### src/hub_defs.svh
`ifndef HUB_DEFS_SVH
`define HUB_DEFS_SVH

// ----------------------------------------------------------------
// register indices (byte address is four times the index)
// ----------------------------------------------------------------
`define IDX_FWD_CTL       8'h20
`define IDX_PORT_SEL      8'h4C
`define IDX_BC_RATE       8'h58
`define IDX_RX_PORT_SETUP 8'h6D
`define IDX_VC_MAP        8'h70
`define IDX_BC_TX         8'h71
`define IDX_RX_STATUS     8'h72

// ----------------------------------------------------------------
// fields and reset values
// ----------------------------------------------------------------
`define FMT_LSB           0
`define FWD_EN_RST        4'hF
`define LANES_RST         2'h3
`define VC_MAP_RST        8'hE4
`define BC_RATE_RST       3'h0
`define BC_RATE_NONSYNC   3'h2
`define STAT_FRESH_BIT    8
`define STAT_LOCK_BIT     9
`define STAT_BUSY_BIT     10
`define STAT_OVF_BIT      11

// ----------------------------------------------------------------
// link framing
// ----------------------------------------------------------------
`define FRAME_LEN_CSI2    6'd40
`define FRAME_LEN_RAW     6'd28
`define FRAME_MARKER      2'h2
`define DT_FRAME_START    6'h00
`define DT_FRAME_END      6'h01
`define LANE_MAX_MBPS     1600
`define FWD_MAX_MBPS      4160

// ----------------------------------------------------------------
// clocking; rates in kbit/s
// ----------------------------------------------------------------
`define ACLK_KHZ          50000
`define REF_KHZ           25000
`define FWD_REF_MULT      160
`define PCLK_REF_MULT     4
`define BC_REF_MULT       2
`define BC_SYNC_KBPS      (`REF_KHZ * `BC_REF_MULT)
`define BC_NONSYNC_KBPS   10000
`define BC_RAW_KBPS       2500
`define BC_DIV_SYNC       (`ACLK_KHZ / `BC_SYNC_KBPS)
`define BC_DIV_NONSYNC    (`ACLK_KHZ / `BC_NONSYNC_KBPS)
`define BC_DIV_RAW        (`ACLK_KHZ / `BC_RAW_KBPS)

// ----------------------------------------------------------------
// header ecc parity masks over the 24 header bits
// ----------------------------------------------------------------
`define ECC_M0            24'hF12CB7
`define ECC_M1            24'hF2555B
`define ECC_M2            24'h749A6D
`define ECC_M3            24'hB8E38E
`define ECC_M4            24'hDF03F0
`define ECC_M5            24'hEFFC00

`endif

### src/hub_pkg.sv
package hub_pkg;

	typedef enum logic [1:0] {
		FMT_CSI2    = 2'b00,
		FMT_RAW12HF = 2'b01,
		FMT_RAW12LF = 2'b10,
		FMT_RAW10   = 2'b11
	} rx_format_t;

	typedef enum logic [1:0] {
		BC_IDLE  = 2'b00,
		BC_SHIFT = 2'b01
	} bc_state_t;

	typedef struct packed {
		logic        hdr;
		logic [31:0] data;
	} csi_word_t;

endpackage

### src/sensor_hub.sv
// Contract
// - four ports merge onto one lane-configurable output
// - each sensor gets own virtual channel id
// - output carries sync short and data packets
// - csi2 input uses 40-bit link units
// - raw input uses 28-bit slower link units
// - recover forward stream, drive reverse control
// - control channel continuous, never waits blanking
// - per-port format in setup bits 1:0
// - mode strap can select the format
// - output is always csi2 packets
// - any port may forward to output
// - csi2 ports remap incoming virtual channels
// - csi2 link accepts up to 4.16 Gbps
// - synchronous rates derive from reference clock
// - non-synchronous back channel at 10 Mbps
// - output rate independent of link rate
// - back channel default 50M (2.5M on raw ports), 010 gives 10M
`timescale 1ns/1ps
`include "hub_defs.svh"

module sensor_hub import hub_pkg::*; (
	input  wire logic        aclk,
	input  wire logic        aresetn,
	// axi4-lite slave
	input  wire logic [31:0] s_axi_awaddr,
	input  wire logic        s_axi_awvalid,
	output logic             s_axi_awready,
	input  wire logic [31:0] s_axi_wdata,
	input  wire logic [3:0]  s_axi_wstrb,
	input  wire logic        s_axi_wvalid,
	output logic             s_axi_wready,
	output logic [1:0]       s_axi_bresp,
	output logic             s_axi_bvalid,
	input  wire logic        s_axi_bready,
	input  wire logic [31:0] s_axi_araddr,
	input  wire logic        s_axi_arvalid,
	output logic             s_axi_arready,
	output logic [31:0]      s_axi_rdata,
	output logic [1:0]       s_axi_rresp,
	output logic             s_axi_rvalid,
	input  wire logic        s_axi_rready,
	// link pins
	input  wire logic        link_clk,
	input  wire logic [3:0]  fwd_data,
	output logic [3:0]       back_line,
	input  wire logic        mode_strap,
	// csi2 transmit word stream towards the phy
	output csi_word_t        tx_word,
	output logic             tx_valid,
	input  wire logic        tx_ready,
	output logic [1:0]       tx_lanes_m1
);

	// ------------------------------------------------------------
	// helpers
	// ------------------------------------------------------------
	function automatic logic [7:0] hdr_ecc(input logic [23:0] d);
		hdr_ecc = {2'b00, ^(d & `ECC_M5), ^(d & `ECC_M4), ^(d & `ECC_M3),
		           ^(d & `ECC_M2), ^(d & `ECC_M1), ^(d & `ECC_M0)};
	endfunction

	function automatic logic [3:0] fold4(input logic [35:0] d);
		logic [3:0] r;
		r = 4'h0;
		for (int i = 0; i < 9; i++)
			r = r ^ d[i*4 +: 4];
		fold4 = r;
	endfunction

	// ------------------------------------------------------------
	// pin synchronisers
	// ------------------------------------------------------------
	logic [1:0] pin_s1_q;
	logic [1:0] pin_s2_q;
	logic       lclk_d_q;
	logic       strap_s2;
	logic       link_edge;
	logic [3:0] fwd_s2;

	always_ff @(posedge aclk) begin
		pin_s1_q <= {mode_strap, link_clk};
		pin_s2_q <= pin_s1_q;
		lclk_d_q <= pin_s2_q[0];
	end

	assign strap_s2  = pin_s2_q[1];
	assign link_edge = pin_s2_q[0] && !lclk_d_q;

	logic [3:0] data_s1_q;
	logic [3:0] data_s2_q;

	always_ff @(posedge aclk) begin
		data_s1_q <= fwd_data;
		data_s2_q <= data_s1_q;
	end

	assign fwd_s2 = data_s2_q;

	// ------------------------------------------------------------
	// register state
	// ------------------------------------------------------------
	logic [3:0] fwd_en_q;
	logic [1:0] lanes_q;
	logic [1:0] port_sel_q;
	logic       strap_done_q;
	rx_format_t fmt_q [4];
	logic [2:0] rate_q [4];
	logic [7:0] vc_map_q [4];
	logic [7:0] fwd_byte_q [4];
	logic [3:0] fresh_q;
	logic [3:0] lock_q;
	logic [3:0] ovf_q;
	logic [3:0] bc_busy;
	logic [3:0] bc_start;
	logic [7:0] bc_byte_q;
	logic [3:0] raw_mode;

	assign tx_lanes_m1 = lanes_q;

	// ------------------------------------------------------------
	// axi4-lite write path
	// ------------------------------------------------------------
	logic        aw_held_q;
	logic        w_held_q;
	logic [31:0] awaddr_q;
	logic [32:0] wdata_q;
	logic        wr_fire;
	logic [7:0]  wr_idx;
	logic        wr_map;

	assign s_axi_awready = !aw_held_q && !s_axi_bvalid;
	assign s_axi_wready  = !w_held_q && !s_axi_bvalid;
	assign wr_fire       = aw_held_q && w_held_q && !s_axi_bvalid;
	assign wr_idx        = awaddr_q[9:2];
	assign wr_map        = (awaddr_q[31:10] == 22'h0) && (
	                       wr_idx == `IDX_FWD_CTL || wr_idx == `IDX_PORT_SEL ||
	                       wr_idx == `IDX_BC_RATE || wr_idx == `IDX_RX_PORT_SETUP ||
	                       wr_idx == `IDX_VC_MAP || wr_idx == `IDX_BC_TX ||
	                       wr_idx == `IDX_RX_STATUS);

	always_ff @(posedge aclk) begin
		if (!aresetn) begin
			aw_held_q    <= 1'b0;
			w_held_q     <= 1'b0;
			awaddr_q     <= 32'h0;
			wdata_q      <= 33'h0;
			s_axi_bvalid <= 1'b0;
			s_axi_bresp  <= 2'h0;
		end else begin
			if (s_axi_awvalid && s_axi_awready) begin
				aw_held_q <= 1'b1;
				awaddr_q  <= s_axi_awaddr;
			end
			if (s_axi_wvalid && s_axi_wready) begin
				w_held_q <= 1'b1;
				wdata_q  <= {s_axi_wstrb[0], s_axi_wdata};
			end
			if (wr_fire) begin
				aw_held_q    <= 1'b0;
				w_held_q     <= 1'b0;
				s_axi_bvalid <= 1'b1;
				s_axi_bresp  <= wr_map ? 2'h0 : 2'h2;
			end else if (s_axi_bready)
				s_axi_bvalid <= 1'b0;
		end
	end

	// only the low byte lane holds writable register bits
	logic       wr_lo;
	logic [3:0] sel_hot;

	assign wr_lo   = wr_fire && wdata_q[32];
	assign sel_hot = 4'h1 << port_sel_q;

	always_ff @(posedge aclk) begin
		if (!aresetn) begin
			fwd_en_q     <= `FWD_EN_RST;
			lanes_q      <= `LANES_RST;
			port_sel_q   <= 2'h0;
			strap_done_q <= 1'b0;
			bc_byte_q    <= 8'h00;
			for (int p = 0; p < 4; p++) begin
				fmt_q[p]    <= FMT_CSI2;
				rate_q[p]   <= `BC_RATE_RST;
				vc_map_q[p] <= `VC_MAP_RST;
			end
		end else begin
			if (!strap_done_q) begin
				strap_done_q <= 1'b1;
				for (int p = 0; p < 4; p++)
					fmt_q[p] <= strap_s2 ? FMT_RAW12HF : FMT_CSI2;
			end
			if (wr_lo && wr_idx == `IDX_FWD_CTL) begin
				fwd_en_q <= wdata_q[3:0];
				lanes_q  <= wdata_q[5:4];
			end else if (wr_lo && wr_idx == `IDX_PORT_SEL)
				port_sel_q <= wdata_q[1:0];
			else if (wr_lo && wr_idx == `IDX_BC_RATE)
				rate_q[port_sel_q] <= wdata_q[2:0];
			else if (wr_lo && wr_idx == `IDX_RX_PORT_SETUP)
				fmt_q[port_sel_q] <= rx_format_t'(wdata_q[`FMT_LSB +: 2]);
			else if (wr_lo && wr_idx == `IDX_VC_MAP)
				vc_map_q[port_sel_q] <= wdata_q[7:0];
			else if (wr_lo && wr_idx == `IDX_BC_TX)
				bc_byte_q <= wdata_q[7:0];
		end
	end

	// a write to the back-channel byte launches it on the chosen port
	assign bc_start = (wr_lo && wr_idx == `IDX_BC_TX) ? sel_hot : 4'h0;

	// ------------------------------------------------------------
	// axi4-lite read path; reading status clears the fresh flag
	// ------------------------------------------------------------
	logic [7:0]  rd_idx;
	logic [31:0] rd_val;
	logic        rd_map;
	logic        rd_fire;
	logic [3:0]  fresh_clr;

	assign rd_idx  = s_axi_araddr[9:2];
	assign rd_fire = s_axi_arvalid && s_axi_arready;
	assign rd_map  = (s_axi_araddr[31:10] == 22'h0);
	assign s_axi_arready = !s_axi_rvalid;
	assign rd_val =
		!rd_map ? 32'h0 :
		(rd_idx == `IDX_FWD_CTL) ? {26'h0, lanes_q, fwd_en_q} :
		(rd_idx == `IDX_PORT_SEL) ? {30'h0, port_sel_q} :
		(rd_idx == `IDX_BC_RATE) ? {29'h0, rate_q[port_sel_q]} :
		(rd_idx == `IDX_RX_PORT_SETUP) ? {30'h0, fmt_q[port_sel_q]} :
		(rd_idx == `IDX_VC_MAP) ? {24'h0, vc_map_q[port_sel_q]} :
		(rd_idx == `IDX_BC_TX) ? {24'h0, bc_byte_q} :
		(rd_idx == `IDX_RX_STATUS) ? {20'h0, ovf_q[port_sel_q], bc_busy[port_sel_q],
		                              lock_q[port_sel_q], fresh_q[port_sel_q],
		                              fwd_byte_q[port_sel_q]} : 32'h0;
	assign fresh_clr = (rd_fire && rd_map && rd_idx == `IDX_RX_STATUS) ? sel_hot : 4'h0;

	always_ff @(posedge aclk) begin
		if (!aresetn) begin
			s_axi_rvalid <= 1'b0;
			s_axi_rdata  <= 32'h0;
			s_axi_rresp  <= 2'h0;
		end else if (rd_fire) begin
			s_axi_rvalid <= 1'b1;
			s_axi_rdata  <= rd_val;
			s_axi_rresp  <= (rd_val == 32'h0 && !(rd_map && (rd_idx == `IDX_FWD_CTL ||
			                rd_idx == `IDX_PORT_SEL || rd_idx == `IDX_BC_RATE ||
			                rd_idx == `IDX_RX_PORT_SETUP || rd_idx == `IDX_VC_MAP ||
			                rd_idx == `IDX_BC_TX || rd_idx == `IDX_RX_STATUS))) ? 2'h2 : 2'h0;
		end else if (s_axi_rready)
			s_axi_rvalid <= 1'b0;
	end

	// ------------------------------------------------------------
	// forward link deframers, one per port
	// ------------------------------------------------------------
	logic [39:0] sh_q [4];
	logic [5:0]  bit_cnt_q [4];
	logic [3:0]  fv_q;
	logic [3:0]  pend_q;
	csi_word_t   word_q [4];
	logic [3:0]  grant;

	generate
		for (genvar p = 0; p < 4; p++) begin : g_port
			logic [5:0]  flen;
			logic [39:0] nsh;
			logic        unit_end;
			logic        mark_ok;
			logic        chk_ok;
			logic [7:0]  i2c_byte;
			logic [23:0] hdr_in;
			logic [23:0] hdr_out;
			logic [1:0]  vc_new;
			logic        raw_fv;
			logic        raw_lv;
			logic        emit;
			csi_word_t   nword;

			assign raw_mode[p] = (fmt_q[p] != FMT_CSI2);
			assign flen = raw_mode[p] ? `FRAME_LEN_RAW : `FRAME_LEN_CSI2;
			assign nsh  = {sh_q[p][38:0], fwd_s2[p]};
			assign unit_end = link_edge && (bit_cnt_q[p] == flen - 6'd1);
			assign mark_ok  = raw_mode[p] ? (nsh[27:26] == `FRAME_MARKER)
			                              : (nsh[39:38] == `FRAME_MARKER);
			assign chk_ok   = raw_mode[p] ? (fold4({14'h0, nsh[27:6]}) == nsh[3:0])
			                              : (fold4(nsh[39:4]) == nsh[3:0]);
			assign i2c_byte = raw_mode[p] ? nsh[11:4] : nsh[37:30];
			assign raw_fv   = nsh[25];
			assign raw_lv   = nsh[24];

			// incoming vc is rewritten through the port's map, then ecc redone
			assign hdr_in  = nsh[27:4];
			assign vc_new  = vc_map_q[p][hdr_in[7:6]*2 +: 2];
			assign hdr_out = {hdr_in[23:8], vc_new, hdr_in[5:0]};

			always_comb begin
				emit  = 1'b0;
				nword = '0;
				if (!raw_mode[p]) begin
					emit = nsh[28];
					if (nsh[29])
						nword = '{1'b1, {hdr_ecc(hdr_out), hdr_out}};
					else
						nword = '{1'b0, {8'h00, hdr_in}};
				end else if (raw_fv != fv_q[p]) begin
					emit  = 1'b1;
					nword = '{1'b1, {hdr_ecc({16'h0, vc_map_q[p][1:0],
					          raw_fv ? `DT_FRAME_START : `DT_FRAME_END}),
					          16'h0, vc_map_q[p][1:0],
					          raw_fv ? `DT_FRAME_START : `DT_FRAME_END}};
				end else if (raw_lv) begin
					emit  = 1'b1;
					nword = '{1'b0, {20'h0, nsh[23:12]}};
				end
			end

			always_ff @(posedge aclk) begin
				if (!aresetn) begin
					sh_q[p]       <= 40'h0;
					bit_cnt_q[p]  <= 6'h0;
					lock_q[p]     <= 1'b0;
					fv_q[p]       <= 1'b0;
					pend_q[p]     <= 1'b0;
					word_q[p]     <= '0;
					ovf_q[p]      <= 1'b0;
					fwd_byte_q[p] <= 8'h00;
					fresh_q[p]    <= 1'b0;
				end else begin
					if (link_edge) begin
						sh_q[p] <= nsh;
						bit_cnt_q[p] <= unit_end ? 6'h0 : bit_cnt_q[p] + 6'h1;
					end
					// a failed marker drops lock; the bit count restarts at zero as after a good unit
					if (unit_end && !mark_ok) begin
						lock_q[p]    <= 1'b0;
						bit_cnt_q[p] <= 6'h0;
					end else if (unit_end)
						lock_q[p] <= chk_ok;
					if (grant[p])
						pend_q[p] <= 1'b0;
					if (unit_end && mark_ok && chk_ok) begin
						fwd_byte_q[p] <= i2c_byte;
						if (raw_mode[p])
							fv_q[p] <= raw_fv;
						if (emit && fwd_en_q[p]) begin
							if (pend_q[p] && !grant[p])
								ovf_q[p] <= 1'b1;
							else begin
								pend_q[p] <= 1'b1;
								word_q[p] <= nword;
							end
						end
					end
					if (unit_end && mark_ok && chk_ok)
						fresh_q[p] <= 1'b1;
					else if (fresh_clr[p])
						fresh_q[p] <= 1'b0;
				end
			end

			back_link_tx u_bc (
				.aclk                  (aclk),
				.aresetn               (aresetn),
				.back_link_rate_select (rate_q[p]),
				.raw_mode              (raw_mode[p]),
				.tx_byte               (wdata_q[7:0]),
				.tx_start              (bc_start[p]),
				.busy                  (bc_busy[p]),
				.line                  (back_line[p])
			);
		end
	endgenerate

	// ------------------------------------------------------------
	// round-robin merge; the phy's ready paces the output so the
	// link rate never sets the transmit rate
	// ------------------------------------------------------------
	logic [1:0] rr_q;
	logic       out_free;
	logic [1:0] pick;
	logic       pick_ok;

	assign out_free = !tx_valid || tx_ready;
	assign pick_ok  = |pend_q;
	assign pick =
		pend_q[2'(rr_q + 2'd1)] ? 2'(rr_q + 2'd1) :
		pend_q[2'(rr_q + 2'd2)] ? 2'(rr_q + 2'd2) :
		pend_q[2'(rr_q + 2'd3)] ? 2'(rr_q + 2'd3) : rr_q;
	assign grant = (out_free && pick_ok) ? (4'h1 << pick) : 4'h0;

	always_ff @(posedge aclk) begin
		if (!aresetn) begin
			rr_q     <= 2'h3;
			tx_valid <= 1'b0;
			tx_word  <= '0;
		end else if (out_free) begin
			tx_valid <= pick_ok;
			if (pick_ok) begin
				tx_word <= word_q[pick];
				rr_q    <= pick;
			end
		end
	end

endmodule // sensor_hub

### src/back_link_tx.sv
`timescale 1ns/1ps
`include "hub_defs.svh"

module back_link_tx import hub_pkg::*; (
	input  wire logic       aclk,
	input  wire logic       aresetn,
	input  wire logic [2:0] back_link_rate_select,
	input  wire logic       raw_mode,
	input  wire logic [7:0] tx_byte,
	input  wire logic       tx_start,
	output logic            busy,
	output logic            line
);

	// ------------------------------------------------------------
	// bit-rate enable
	// ------------------------------------------------------------
	logic [4:0] div_q;
	logic [4:0] div_last;
	logic       bit_en;

	assign div_last = (back_link_rate_select == `BC_RATE_NONSYNC) ? 5'(`BC_DIV_NONSYNC - 1) :
	                  (back_link_rate_select == `BC_RATE_RST && raw_mode) ? 5'(`BC_DIV_RAW - 1) :
	                  5'(`BC_DIV_SYNC - 1);
	assign bit_en   = (div_q >= div_last);

	always_ff @(posedge aclk) begin
		if (!aresetn || bit_en)
			div_q <= 5'h00;
		else
			div_q <= div_q + 5'h01;
	end

	// ------------------------------------------------------------
	// serialiser: idle line is high and keeps toggling nothing, so
	// a byte leaves at the next bit slot without waiting for video
	// ------------------------------------------------------------
	bc_state_t  state_q;
	logic [9:0] sh_q;
	logic [3:0] cnt_q;

	assign busy = (state_q != BC_IDLE);

	always_ff @(posedge aclk) begin
		if (!aresetn) begin
			state_q <= BC_IDLE;
			sh_q    <= 10'h3FF;
			cnt_q   <= 4'h0;
			line    <= 1'b1;
		end else begin
			case (state_q)
				BC_IDLE: begin
					if (tx_start) begin
						sh_q    <= {1'b1, tx_byte, 1'b0};
						cnt_q   <= 4'h0;
						state_q <= BC_SHIFT;
					end
				end
				BC_SHIFT: begin
					if (bit_en) begin
						line  <= sh_q[0];
						sh_q  <= {1'b1, sh_q[9:1]};
						cnt_q <= cnt_q + 4'h1;
						if (cnt_q == 4'h9)
							state_q <= BC_IDLE;
					end
				end
				default: state_q <= BC_IDLE;
			endcase
		end
	end

endmodule // back_link_tx

### config.mk
export PLATFORM = sky130hd
export DESIGN_NAME = sensor_hub
export DESIGN_NICKNAME = d
export VERILOG_FILES = /design/src/hub_pkg.sv /design/src/sensor_hub.sv /design/src/back_link_tx.sv
export VERILOG_INCLUDE_DIRS = /design/src
export SDC_FILE = /design/constraint.sdc
export NUM_CORES = 1
export LEC_CHECK = 0
export BUFFER_PORTS_ARGS = -buffer_cell sky130_fd_sc_hd__buf_4
export CORE_MARGIN = 2
export CORE_UTILIZATION = 25
export DETAILED_ROUTE_END_ITERATION = 10
export MAX_ROUTING_LAYER = met4
export PLACE_DENSITY = 0.46
export SYNTH_ARGS = -nofsm -noshare
export SYNTH_HDL_FRONTEND = slang
export SYNTH_HIERARCHICAL = 1
export SYNTH_SLANG_ARGS = --single-unit
### constraint.sdc
create_clock -name aclk -period 7.2 [get_ports aclk]
set_clock_uncertainty 0.1 [all_clocks]
set_input_delay 0.72 -clock aclk [delete_from_list [all_inputs] [get_ports aclk]]
set_output_delay 0.72 -clock aclk [all_outputs]
set_load 0.02 [all_outputs]
**Word level (Yosys, flattened, before mapping)**

Memory sizes are Yosys's and may differ from the RTL's. A register that Yosys moved wholly into a read port is not among the register bits.
Index checks and enable logic that the tools add are counted.

- Flip-flop bits (word level): 246
- RAM bits: 400
- Output and inout bits: 81
- Logic and storage cells: 699
- Memories: 7

Memory list:

| memory | words | width | read ports | clocked after Yosys merged registers in | wr ports | line | RTL |
|---|---|---|---|---|---|---|---|
| sh_q | 4 | 40 | 4 | 0 | 4 | sensor_hub.sv:258 | `logic [39:0] sh_q [4];` |
| word_q | 4 | 33 | 1 | 1 | 4 | sensor_hub.sv:262 | `csi_word_t word_q [4];` |
| fwd_byte_q | 4 | 8 | 1 | 1 | 4 | sensor_hub.sv:110 | `logic [7:0] fwd_byte_q [4];` |
| vc_map_q | 4 | 8 | 5 | 1 | 4 | sensor_hub.sv:109 | `logic [7:0] vc_map_q [4];` |
| bit_cnt_q | 4 | 6 | 4 | 0 | 4 | sensor_hub.sv:259 | `logic [5:0] bit_cnt_q [4];` |
| rate_q | 4 | 3 | 5 | 1 | 4 | sensor_hub.sv:108 | `logic [2:0] rate_q [4];` |
| 1 more memories | - | - | - | - | - | - |  |

- Add/sub/neg operators: 19
- $lt $le $gt $ge: 8
- Eq/ne operators: 62
- Shifts and indexed selects: 6
- Muxes and demuxes: 267
- Bitwise gates (word level): 82
- Reduce and logical (&&, ||, !) cells: 187

Operators by type and width:

| operator | count |
|---|---|
| $reduce_xor 24->1 | 44 |
| $mux 33 | 16 |
| $xor 4x4->4 | 48 |
| $mux 40 | 4 |
| $mux 12 | 12 |
| $mux 1 | 132 |
| $eq 8x7->1 const B | 12 |
| $mux 6 | 16 |
| $mux 10 | 8 |
| $pmux 10 s2 | 4 |
| $mux 8 | 9 |
| $mux 2 | 31 |
| $logic_and 1x1->1 | 49 |
| $logic_not 22->1 | 2 |
| $mux 4 | 11 |
| $mux 5 | 8 |
| $reduce_and 3->1 | 12 |
| $reduce_bool 2->1 | 18 |
| $eq 4x4->1 | 8 |
| $logic_not 32->1 | 1 |
| $pmux 4 s2 | 4 |
| $shiftx 8x4->2 | 4 |
| $add 6x1->6 const B | 4 |
| $eq 6x6->1 | 4 |
| 32 further kinds | 170 |

**Depth between registers and ports, before layout**

Gate-level depths: netlist of the first run.

- Word-level depth: 16
- Gate-level depth with buffers: 12
- Gate-level depth less buffers: 9

**Cells and area by module**

Netlist of the first run, hierarchy kept.

By module, submodules not included:

| module | times used | cells an instance | area an instance (um^2) |
|---|---|---|---|
| sensor_hub | 1 | 2,605 | 27,701.6 |
| back_link_tx | 4 | 106 | 1,047.3 |

**Worst setup path after synthesis of the first run**

Ideal clock, no wire load.

- Path kind: input port to flip-flop
- From: input port aresetn
- To: memory bit_cnt_q[2][0] (enable)
- Library setup time: 1,332 ps
- Arrival time: 4,212 ps
- Data required time: 5,768 ps
- Setup slack: 1,556 ps
- Stages: 4
- Buffers on the path: 3
- Cells stage by stage: clkbuf_1 clkbuf_1 clkbuf_1 nand2_1

RTL lines:

| item | line | RTL |
|---|---|---|
| start, declared | sensor_hub.sv:24 | `input wire logic aresetn,` |
| end, declared | sensor_hub.sv:259 |  |

==> results by stage, run 1 <==
Drt:
- The average wire length per cell after detail routing is 20.4 um.
- The via density per instance is 4.78.
- The uppermost signal routing layer after detailed routing is met4.
- The detailed-route wire length is 97800 um.
- The wire length on met1 is 47600 um.
- The number of iterations in the first detailed-routing pass is 5.
- The violation count after the first detailed-route iteration is 1713.
- The residual DRC count is 0.
- The detailed route wirelength on metal2 is 43200 um.
- The total via count in the routed design is 22900.
- The detail route stage leaves a number of antenna-violating nets equal to 0.
- The met3 routed wirelength is 4730 um.

Critical path:
- The worst setup path is captured at a flip-flop.
- Of all nets on the critical path, the largest fanout is 44.
- The critical path is of the flip-flop to flip-flop type.
- STA classifies the critical path startpoint as a flip-flop.
- The critical path required time is 7340 ps.
- The data arrival time of the worst path is 4590 ps.

Clock network:
- The cell sitting at the root of the clock tree is a clkbuf_16.
- Counting along the longest clock path gives a buffer depth of 3.
- After clock tree synthesis, the setup repair step added 0 buffers.
- TritonCTS created 74 clock buffers.
- The clock sink count is 611.
- The number of H-tree branching levels is 3.
- The clock latency at the later pin of the worst-skew pair is 640 ps.
- After clock tree synthesis, the repair step resized 0 gates.
- The number of hold buffers added after cts is 0.
- Clock-pin slew was measured on the worst setup and hold paths at 50 ps.
- TritonCTS built the clock tree.

Pwr:
- IR analysis of the VDD net gives a maximum drop of 141 uV.
- For this design the ratio of total power to cell area is 241 nW/um^2.
- The net switching power is 2.37 mW.
- The cell leakage power is 13.5 nW.
- The internal portion of total power is 6.51 mW.
- The switching part of the total is 0.267.
- The part of the power in registers is 0.454.
- Of the total power, the clock network draws 0.413.
- The combinational share of power is 0.134.

GRT:
- The first global-routing pass estimated 146000 um of wire.
- The initial antenna violation count was 4.
- The maximum number of pins on one net before global-route repair is 133.
- The via count of the first global-routing pass is 22300.
- The sum of overflow across all layers after global routing is 0.
- For this run, the total global-route usage over all layers was measured as 0.151.

Die:
- The die covers 130000 um^2.
- The standard cell core area is 127000 um^2.
- From bottom edge to top edge, the die measures 361 um.
- The I/O pin count is 195.
- After floorplanning, the core was divided into 131 placement rows.
- The initial cell density of the core is 0.251.
- The die is 361 um wide.

Place:
- The placed wire-length estimate is 68400 um.
- The congestion estimate from routability-driven global placement came to 0.825.
- The count of buffers added on input and output ports is 139.

Yosys:
- The dominant combinational cell family by area after synthesis is simple AND/OR/NAND/NOR gates.
- After synthesis, the mean cell area works out to 10.5 um^2.
- Of the total synthesized cell area, the portion taken by full adders, half adders and majority gates is 0.0132.
- The synthesized netlist occupies a cell area of 31900 um^2.
- The number of enable-type register cells in the synthesized netlist is 388.
- Summed over all instances, the cell type with the most area after synthesis is edfxtp_1.
- The share of the synthesized area in the top cell type is 0.365.
- During synthesis, Yosys emitted a total of 6 warnings.
- The share of the synthesized netlist area taken by xor and xnor gates is 0.106.
- The share of the synthesized area in compound gates (AO/OA/AOI/OAI) is 0.0953.
- The simple-gate share of the synthesized area is 0.182.
- The mux share of post-synthesis cell area is 0.0559.
- The share of flip-flops with an asynchronous set or reset after synthesis is 0.
- The synthesized netlist contains 93 unique library cells.
- By area the synthesized netlist is led by edfxtp_1 (37%), dfxtp_1 (14%), xnor2_1 (6.2%).
- Synthesis produced 3029 cells.
- After synthesis the netlist holds a flip-flop and latch count of 611.
- For this run, the register share of the synthesized area comes to 0.505.
- The most used flip-flop cell after synthesis is edfxtp_1.

Final layout:
- 0 antenna diodes ended up in the layout.
- For this run, the post-layout net count is 3216.
- The share of cells above drive strength 1 is 0.130.
- Leaving out fill and tap cells, the most frequent cell in the layout is nand2_1.
- The area growth from synthesis to layout is 15.4%.
- The top cell types in the final layout, fill and taps aside, are nand2_1 (447), edfxtp_1 (388), xnor2_1 (224).

Worst hold path:
- The path category of the worst min-delay check is primary input to flip-flop.

Timing:
- In the finished design, the share of the clock period the worst path needs comes to 0.617.
- The summed negative setup slack over all endpoints is 0 ps.
- The fmax is 225 MHz.
- Setup repair after global routing left no endpoint under its margin.
- Measured against its own limit, the worst slew margin works out to 0.189.
- The clock period minus final worst setup slack is 4450 ps.
- The number of max-slew violations in the final report is 0.
- The transition at the pin with the smallest max-transition slack is 1210 ps.
- The count of final hold-check violations is 0.
- The final count of negative-setup-slack endpoints is 0.
- The final hold slack is 95.3 ps.

Flow run:
- Max-cap violations in this run came to 0.

Run status:
- The run finished with clean final reports.
per-stage QoR:
stage / cells / area (um^2) / power [mW] / setup slack (ps) / utilization
3_5_place_dp: 4656 / 34400 / 5.29 / 2700 / 0.271
3_3_place_gp: 4656 / 34400 / 5.29 / 2790 / 0.271
4_1_cts: 4791 / 36800 / 9.00 / 2700 / 0.290
6_report: 4791 / 36800 / 8.88 / 2750 / 0.290
2_1_floorplan: 3052 / 32000 / 4.96 / 1560 / -
5_1_grt: 4791 / 36800 / 9.25 / 2370 / 0.290
worst max-delay path, stage by stage, from the launching register on:
cell	delay, ps
edfxtp_1	430
nor2_4	120
buf_4	430
clkinv_1	680
nor4_1	490
o211ai_1	310
a221o_1	380
a221oi_2	310
a31o_2	790
area by class of cell:
type | count | area [um^2]
Fill cell | 13200 | 90200
Sequential cell | 611 | 16100
Tap cell | 1662 | 2080
Timing Repair Buffer | 179 | 1360
Clock buffer | 105 | 2130
Clock inverter | 30 | 234
Inverter | 70 | 268
Multi-Input combinational cell | 2134 | 14600
metal layers:
metal  track usage  vias up
met3        0.0255      120
met1         0.215    11300
met5             -        -
met2         0.223      537
li1              -    11000
met4        0.0359        0
cell usage after synthesis (45+ instances only):
cell	n
nand2_1	448
edfxtp_1	388
xnor2_1	224
dfxtp_1	223
clkbuf_1	182
and3_1	161
nor2_1	153
a21oi_1	138
nor3_1	130
mux2i_1	96
nand3_1	86
a22oi_1	79
xor2_1	75
inv_1	68
o211ai_1	61
o21ai_0	45
path summary, 6_finish.rpt:
kind / startpoint / endpoint / slack [ps] / cells after the start
max: fmt_q[0][1]$_SDFFCE_PN0P_ / word_q[0][32]$_SDFFCE_PP0P_ / 2750 / 8
min: fwd_data[3] / data_s1_q[3]$_DFF_P_ / 100 / 1
max reg2reg: fmt_q[0][1]$_SDFFCE_PN0P_ / word_q[0][32]$_SDFFCE_PP0P_ / 2750 / 8
min reg2reg: pin_s1_q[0]$_DFF_P_ / pin_s2_q[0]$_DFF_P_ / 220 / 0
power groups by stage:
stage / Clock [mW] / Sequential, mW / Combinational (mW)
detailed placement: 0 / 4.10 / 1.19
global placement: 0 / 4.10 / 1.19
CTS: 3.78 / 4.03 / 1.19
finish: 3.66 / 4.03 / 1.19
global route: 3.92 / 4.04 / 1.29
floorplan: 0 / 4.01 / 0.950
state kept, by name, indices dropped and copies added (netlist names), 9 cells and up, named ones only:
register and count:
sh_q 156, word_q 124, g_port.u_bc/sh_q 36, fwd_byte_q 32
vc_map_q 32, tx_word 31, awaddr_q 30, bit_cnt_q 24
g_port.u_bc/div_q 20, g_port.u_bc/cnt_q 16, rate_q 12, s_axi_rdata 12
wdata_q 9
cells by family (layout without fill, tap and decap cells):
kind of cell / after synthesis / after routing
simple gates: 1174 / 1174
flops: 611 / 611
compound gates: 434 / 434
xor+xnor: 332 / 332
buf+inv: 307 / 384
mux: 136 / 136
fa+ha+maj: 34 / 34
other cells: 1 / 24
Note: power is estimated with default switching activity, not from simulation.
==> inputs of run 2 (changes only) <==
--- a/config.mk
+++ b/config.mk
@@ -6,6 +6,7 @@
 export SDC_FILE = /design/constraint.sdc
 export NUM_CORES = 1
 export LEC_CHECK = 0
+export ABC_AREA = 1
 export BUFFER_PORTS_ARGS = -buffer_cell sky130_fd_sc_hd__buf_4
 export CORE_MARGIN = 2
 export CORE_UTILIZATION = 25
==> constraint.sdc (replaced) <==
create_clock -name aclk -period 4.38 [get_ports aclk]
set_clock_uncertainty 0.1 [all_clocks]
set_input_delay 0.438 -clock aclk [delete_from_list [all_inputs] [get_ports aclk]]
set_output_delay 0.438 -clock aclk [all_outputs]
set_load 0.02 [all_outputs]
==> results by stage, run 2 <==
Critical path:
- The largest fanout on the critical path is 18.
- Measured in cells, the most critical reg-to-reg path has a length of 11.
- The class of the most critical setup path is flip-flop to flip-flop.
- The critical path required time is 4610 ps.
- The type of element launching the critical path is a flip-flop.
- The data arrival time of the worst path is 3840 ps.
- The nature of the critical path endpoint is a flip-flop.

Timing:
- The count of final hold-check violations is 0.
- For this run, the top clock speed supported by timing is 277 MHz.
- The number of max-slew violations in the final report is 0.
- The summed negative setup slack over all endpoints is 0 ps.
- After layout, the minimum clock period comes to 3610 ps.
- The final count of negative-setup-slack endpoints is 0.
- Setup slack closes at 769 ps.
- The worst pin sits at a relative slew slack of 0.244.
- Setup repair after global routing left no endpoint under its margin.
- Across all hold checks on the routed design, the worst slack comes to 57.3 ps.
- The transition at the pin with the smallest max-transition slack is 1120 ps.
- Dividing the final minimum period by the clock period gives 0.825.

Drt:
- For this run, design rule violations remaining after detail routing come to 0.
- The routed design has 107000 um of wire.
- In the final routed layout, each cell accounts on average for 18.4 um.
- The total via count in the routed design is 26400.
- The remaining antenna violation count after routing is 0.
- The via density per instance is 4.53.
- The first detailed-routing pass ran for 5 iterations.
- The violation count after the first detailed-route iteration is 2291.

Final layout:
- After the flow finishes, the layout carries non-filler instances totaling 5827.
- Of the cells placed in the final design, the portion with a size suffix greater than 1 is 0.105.
- After routing the design area is 38600 um^2.
- The most common cell after layout, fill and taps aside is nor2_1.
- The number of fillers in the final layout is 14100.
- The register with the most flip-flops in the layout has 156 of them.
- The library cells used most frequently in the layout, excluding fill and tap cells, are nor2_1 (662), nand2_1 (656), inv_1 (396).
- More flip-flops sit in one register than any other, and that register is sh_q.
- The number of nets in the final layout is 4158.
- In the final layout, the registers with the most flip-flops are sh_q x156, word_q x124, g_port.u_bc/sh_q x36.
- The area growth from synthesis to layout is 17.1%.

Yosys:
- The mux share of post-synthesis cell area is 0.
- In this run the cell area of the synthesized design comes to 33000 um^2.
- The number of enable-type register cells in the synthesized netlist is 388.
- For this run, the leading register cell type out of synthesis is edfxtp_1.
- After synthesis, the largest family of logic cells by area is simple AND/OR/NAND/NOR gates.
- In the post-synthesis netlist, the cell with the most instances is nor2_1.
- The number of unique standard cell types used by synthesis is 65.
- The sequential-to-total area share from yosys stat is 0.489.
- Of the total synthesized cell area, the portion taken by AND, OR, NAND and NOR gates is 0.238.
- The total of flip-flops plus latches after synthesis is 611.
- The gate count of the mapped netlist is 3905.
- Of the total synthesized cell area, the portion taken by XOR and XNOR cells is 0.0917.
- After synthesis, the share of flip-flops with an asynchronous set or reset is 0.
- The dominant cell type by area after synthesis is edfxtp_1.
- The warning count from the yosys run is 6.
- In the post-synthesis netlist, the biggest area contributors are edfxtp_1 (35%), dfxtp_1 (14%), nor2_1 (7.6%).
- The adder-cell share of the synthesized area is 0.0121.
- The share of the synthesized area in compound gates (AO/OA/AOI/OAI) was 0.0882.
- In the synthesized netlist, the cells that appear most often are nor2_1 (665), nand2_1 (657), inv_1 (398), edfxtp_1 (388), nand3_1 (256).
- The share of synthesized area in the top cell type comes to 0.353.
- A synthesized cell averages 8.45 um^2.

GRT:
- The wire length of the first global-routing pass is 160000 um.
- The highest-utilization routing layer at the global route stage is met2.
- The initial antenna violation count is 2.
- Entering global routing, the biggest net connects 85 pins.
- After global routing the overflow that remains totals 0.
- The global-route total usage across every layer is 0.160.
- The global-route track usage on met2 is 0.245.
- In the global route stage, met3 resource usage came out at 0.0198.
- For this run, global-route usage on met1 was measured as 0.225.
- The via count of the first global-routing pass was 25200.

Place:
- The number of cells in the design after placement is 5651.
- The placed wire-length estimate is 79100 um.
- The congestion estimate from routability-driven global placement came to 0.892.
- Buffers placed on the I/O ports in this run total 139.
- The setup slack at placement is 729 ps.
- The instance area after placement is 35600 um^2.

Clock network:
- For the worst-skew pair, the clock arrives at the later sink with an insertion delay of 640 ps.
- The number of setup buffers added after CTS is 0.
- The clock-pin transition on the worst setup and hold timing paths is 60 ps.
- The H-tree generated during clock tree synthesis spans 3 levels.
- The number of buffers created by CTS is 73.
- The number of buffers on the longest clock path is 3.
- The TritonCTS clock tree is done.
- The clock sink count is 611.
- The clock tree root buffer cell is clkbuf_16.

Flow run:
- The max-capacitance violation count is 0.

Worst hold path:
- The worst hold path passes through 3 cells.
- The path category of the worst min-delay check is primary input to flip-flop.

Pwr:
- In this run the power density over the cells is 393 nW/um^2.
- The cell leakage power is 15.8 nW.
- The largest vdd supply drop is 229 uV.

Die:
- In this run the core area contains 133 standard-cell rows.
- 195 I/O pins were placed.
- The floorplan step defined a core boundary enclosing 131000 um^2.
- Measured along the y axis, the die boundary spans 367 um.
- For this configuration, the core starts out at a cell density of 0.251.
- The full die area is 135000 um^2.
- The die is 367 um wide.

Run status:
- The flow ran to the end, and the final reports show no timing, DRC or antenna violations.
## run 2: cell count changes after synthesis, moves of 113 or more
cell     delta
o21ai_0   +199
inv_1     +330
nand3_1   +170
and3_1    -157
nand2_1   +209
nor3_1    -113
nor2_1    +512
## run 2: cells by family after synthesis
logic type	Yosys count
AO/OA/AOI/OAI	499
XOR/XNOR	340
adder cells (fa/ha/maj)	32
buffers and inverters	629
flip-flops	611
other	1
AND/OR/NAND/NOR	1793
## run 2: metal layers
| metal | wire length, um | vias to the layer above |
|---|---|---|
| met3 | 4980 | 131 |
| met5 | 0 | - |
| met2 | 47900 | 668 |
| met4 | 2240 | 0 |
| li1 | - | 13000 |
| met1 | 51900 | 12600 |
## run 2: stage by stage
stage	power (mW)	util
2_1_floorplan	8.05	-
6_report	15.2	0.294
3_3_place_gp	8.63	0.271
4_1_cts	15.4	0.294
5_1_grt	15.8	0.294
3_5_place_dp	8.63	0.271
## run 2: area by class of cell
cell class / instances / area [um^2] / share of cell area
Timing Repair Buffer: 225 / 1830 / 0.0475
Multi-Input combinational cell: 2688 / 14300 / 0.371
Antenna cell: 1 / 2.50 / 0.0000648
Sequential cell: 611 / 16100 / 0.417
Clock inverter: 36 / 469 / 0.0122
Inverter: 413 / 1550 / 0.0403
Tap cell: 1755 / 2200 / 0.0569
Clock buffer: 98 / 2130 / 0.0552
## run 2: power by group
part           internal [mW]  switching, mW
Combinational          0.708           1.21
Sequential              6.35          0.267
Clock                   4.03           2.63
Total                   11.1           4.11
## run 2: critical path: stages (launching register included)
cell and delay, ps:
edfxtp_1 400, nor2_2 490, nand3_1 130, o31ai_1 100, nand2_1 340, inv_1 170, nand2_1 60, nor2_1 160
nand4_2 360, nor3_1 320, or2_2 450, buf_12 210
## run 2: what timing repair did
action	4_1_cts	5_1_grt
hold buffers	41	0
hold endpoints to repair	40	0
resized for setup	0	0
## run 2: worst paths after layout
path	from	endpoint	slack (ps)
max	fmt_q[2][0]$_DFFE_PP_	word_q[2][3]$_SDFFCE_PP0P_	770
min	s_axi_awaddr[6]	awaddr_q[6]$_SDFFE_PN0P_	60
max reg2reg	fmt_q[2][0]$_DFFE_PP_	word_q[2][3]$_SDFFCE_PP0P_	770
min reg2reg	data_s1_q[1]$_DFF_P_	data_s2_q[1]$_DFF_P_	230
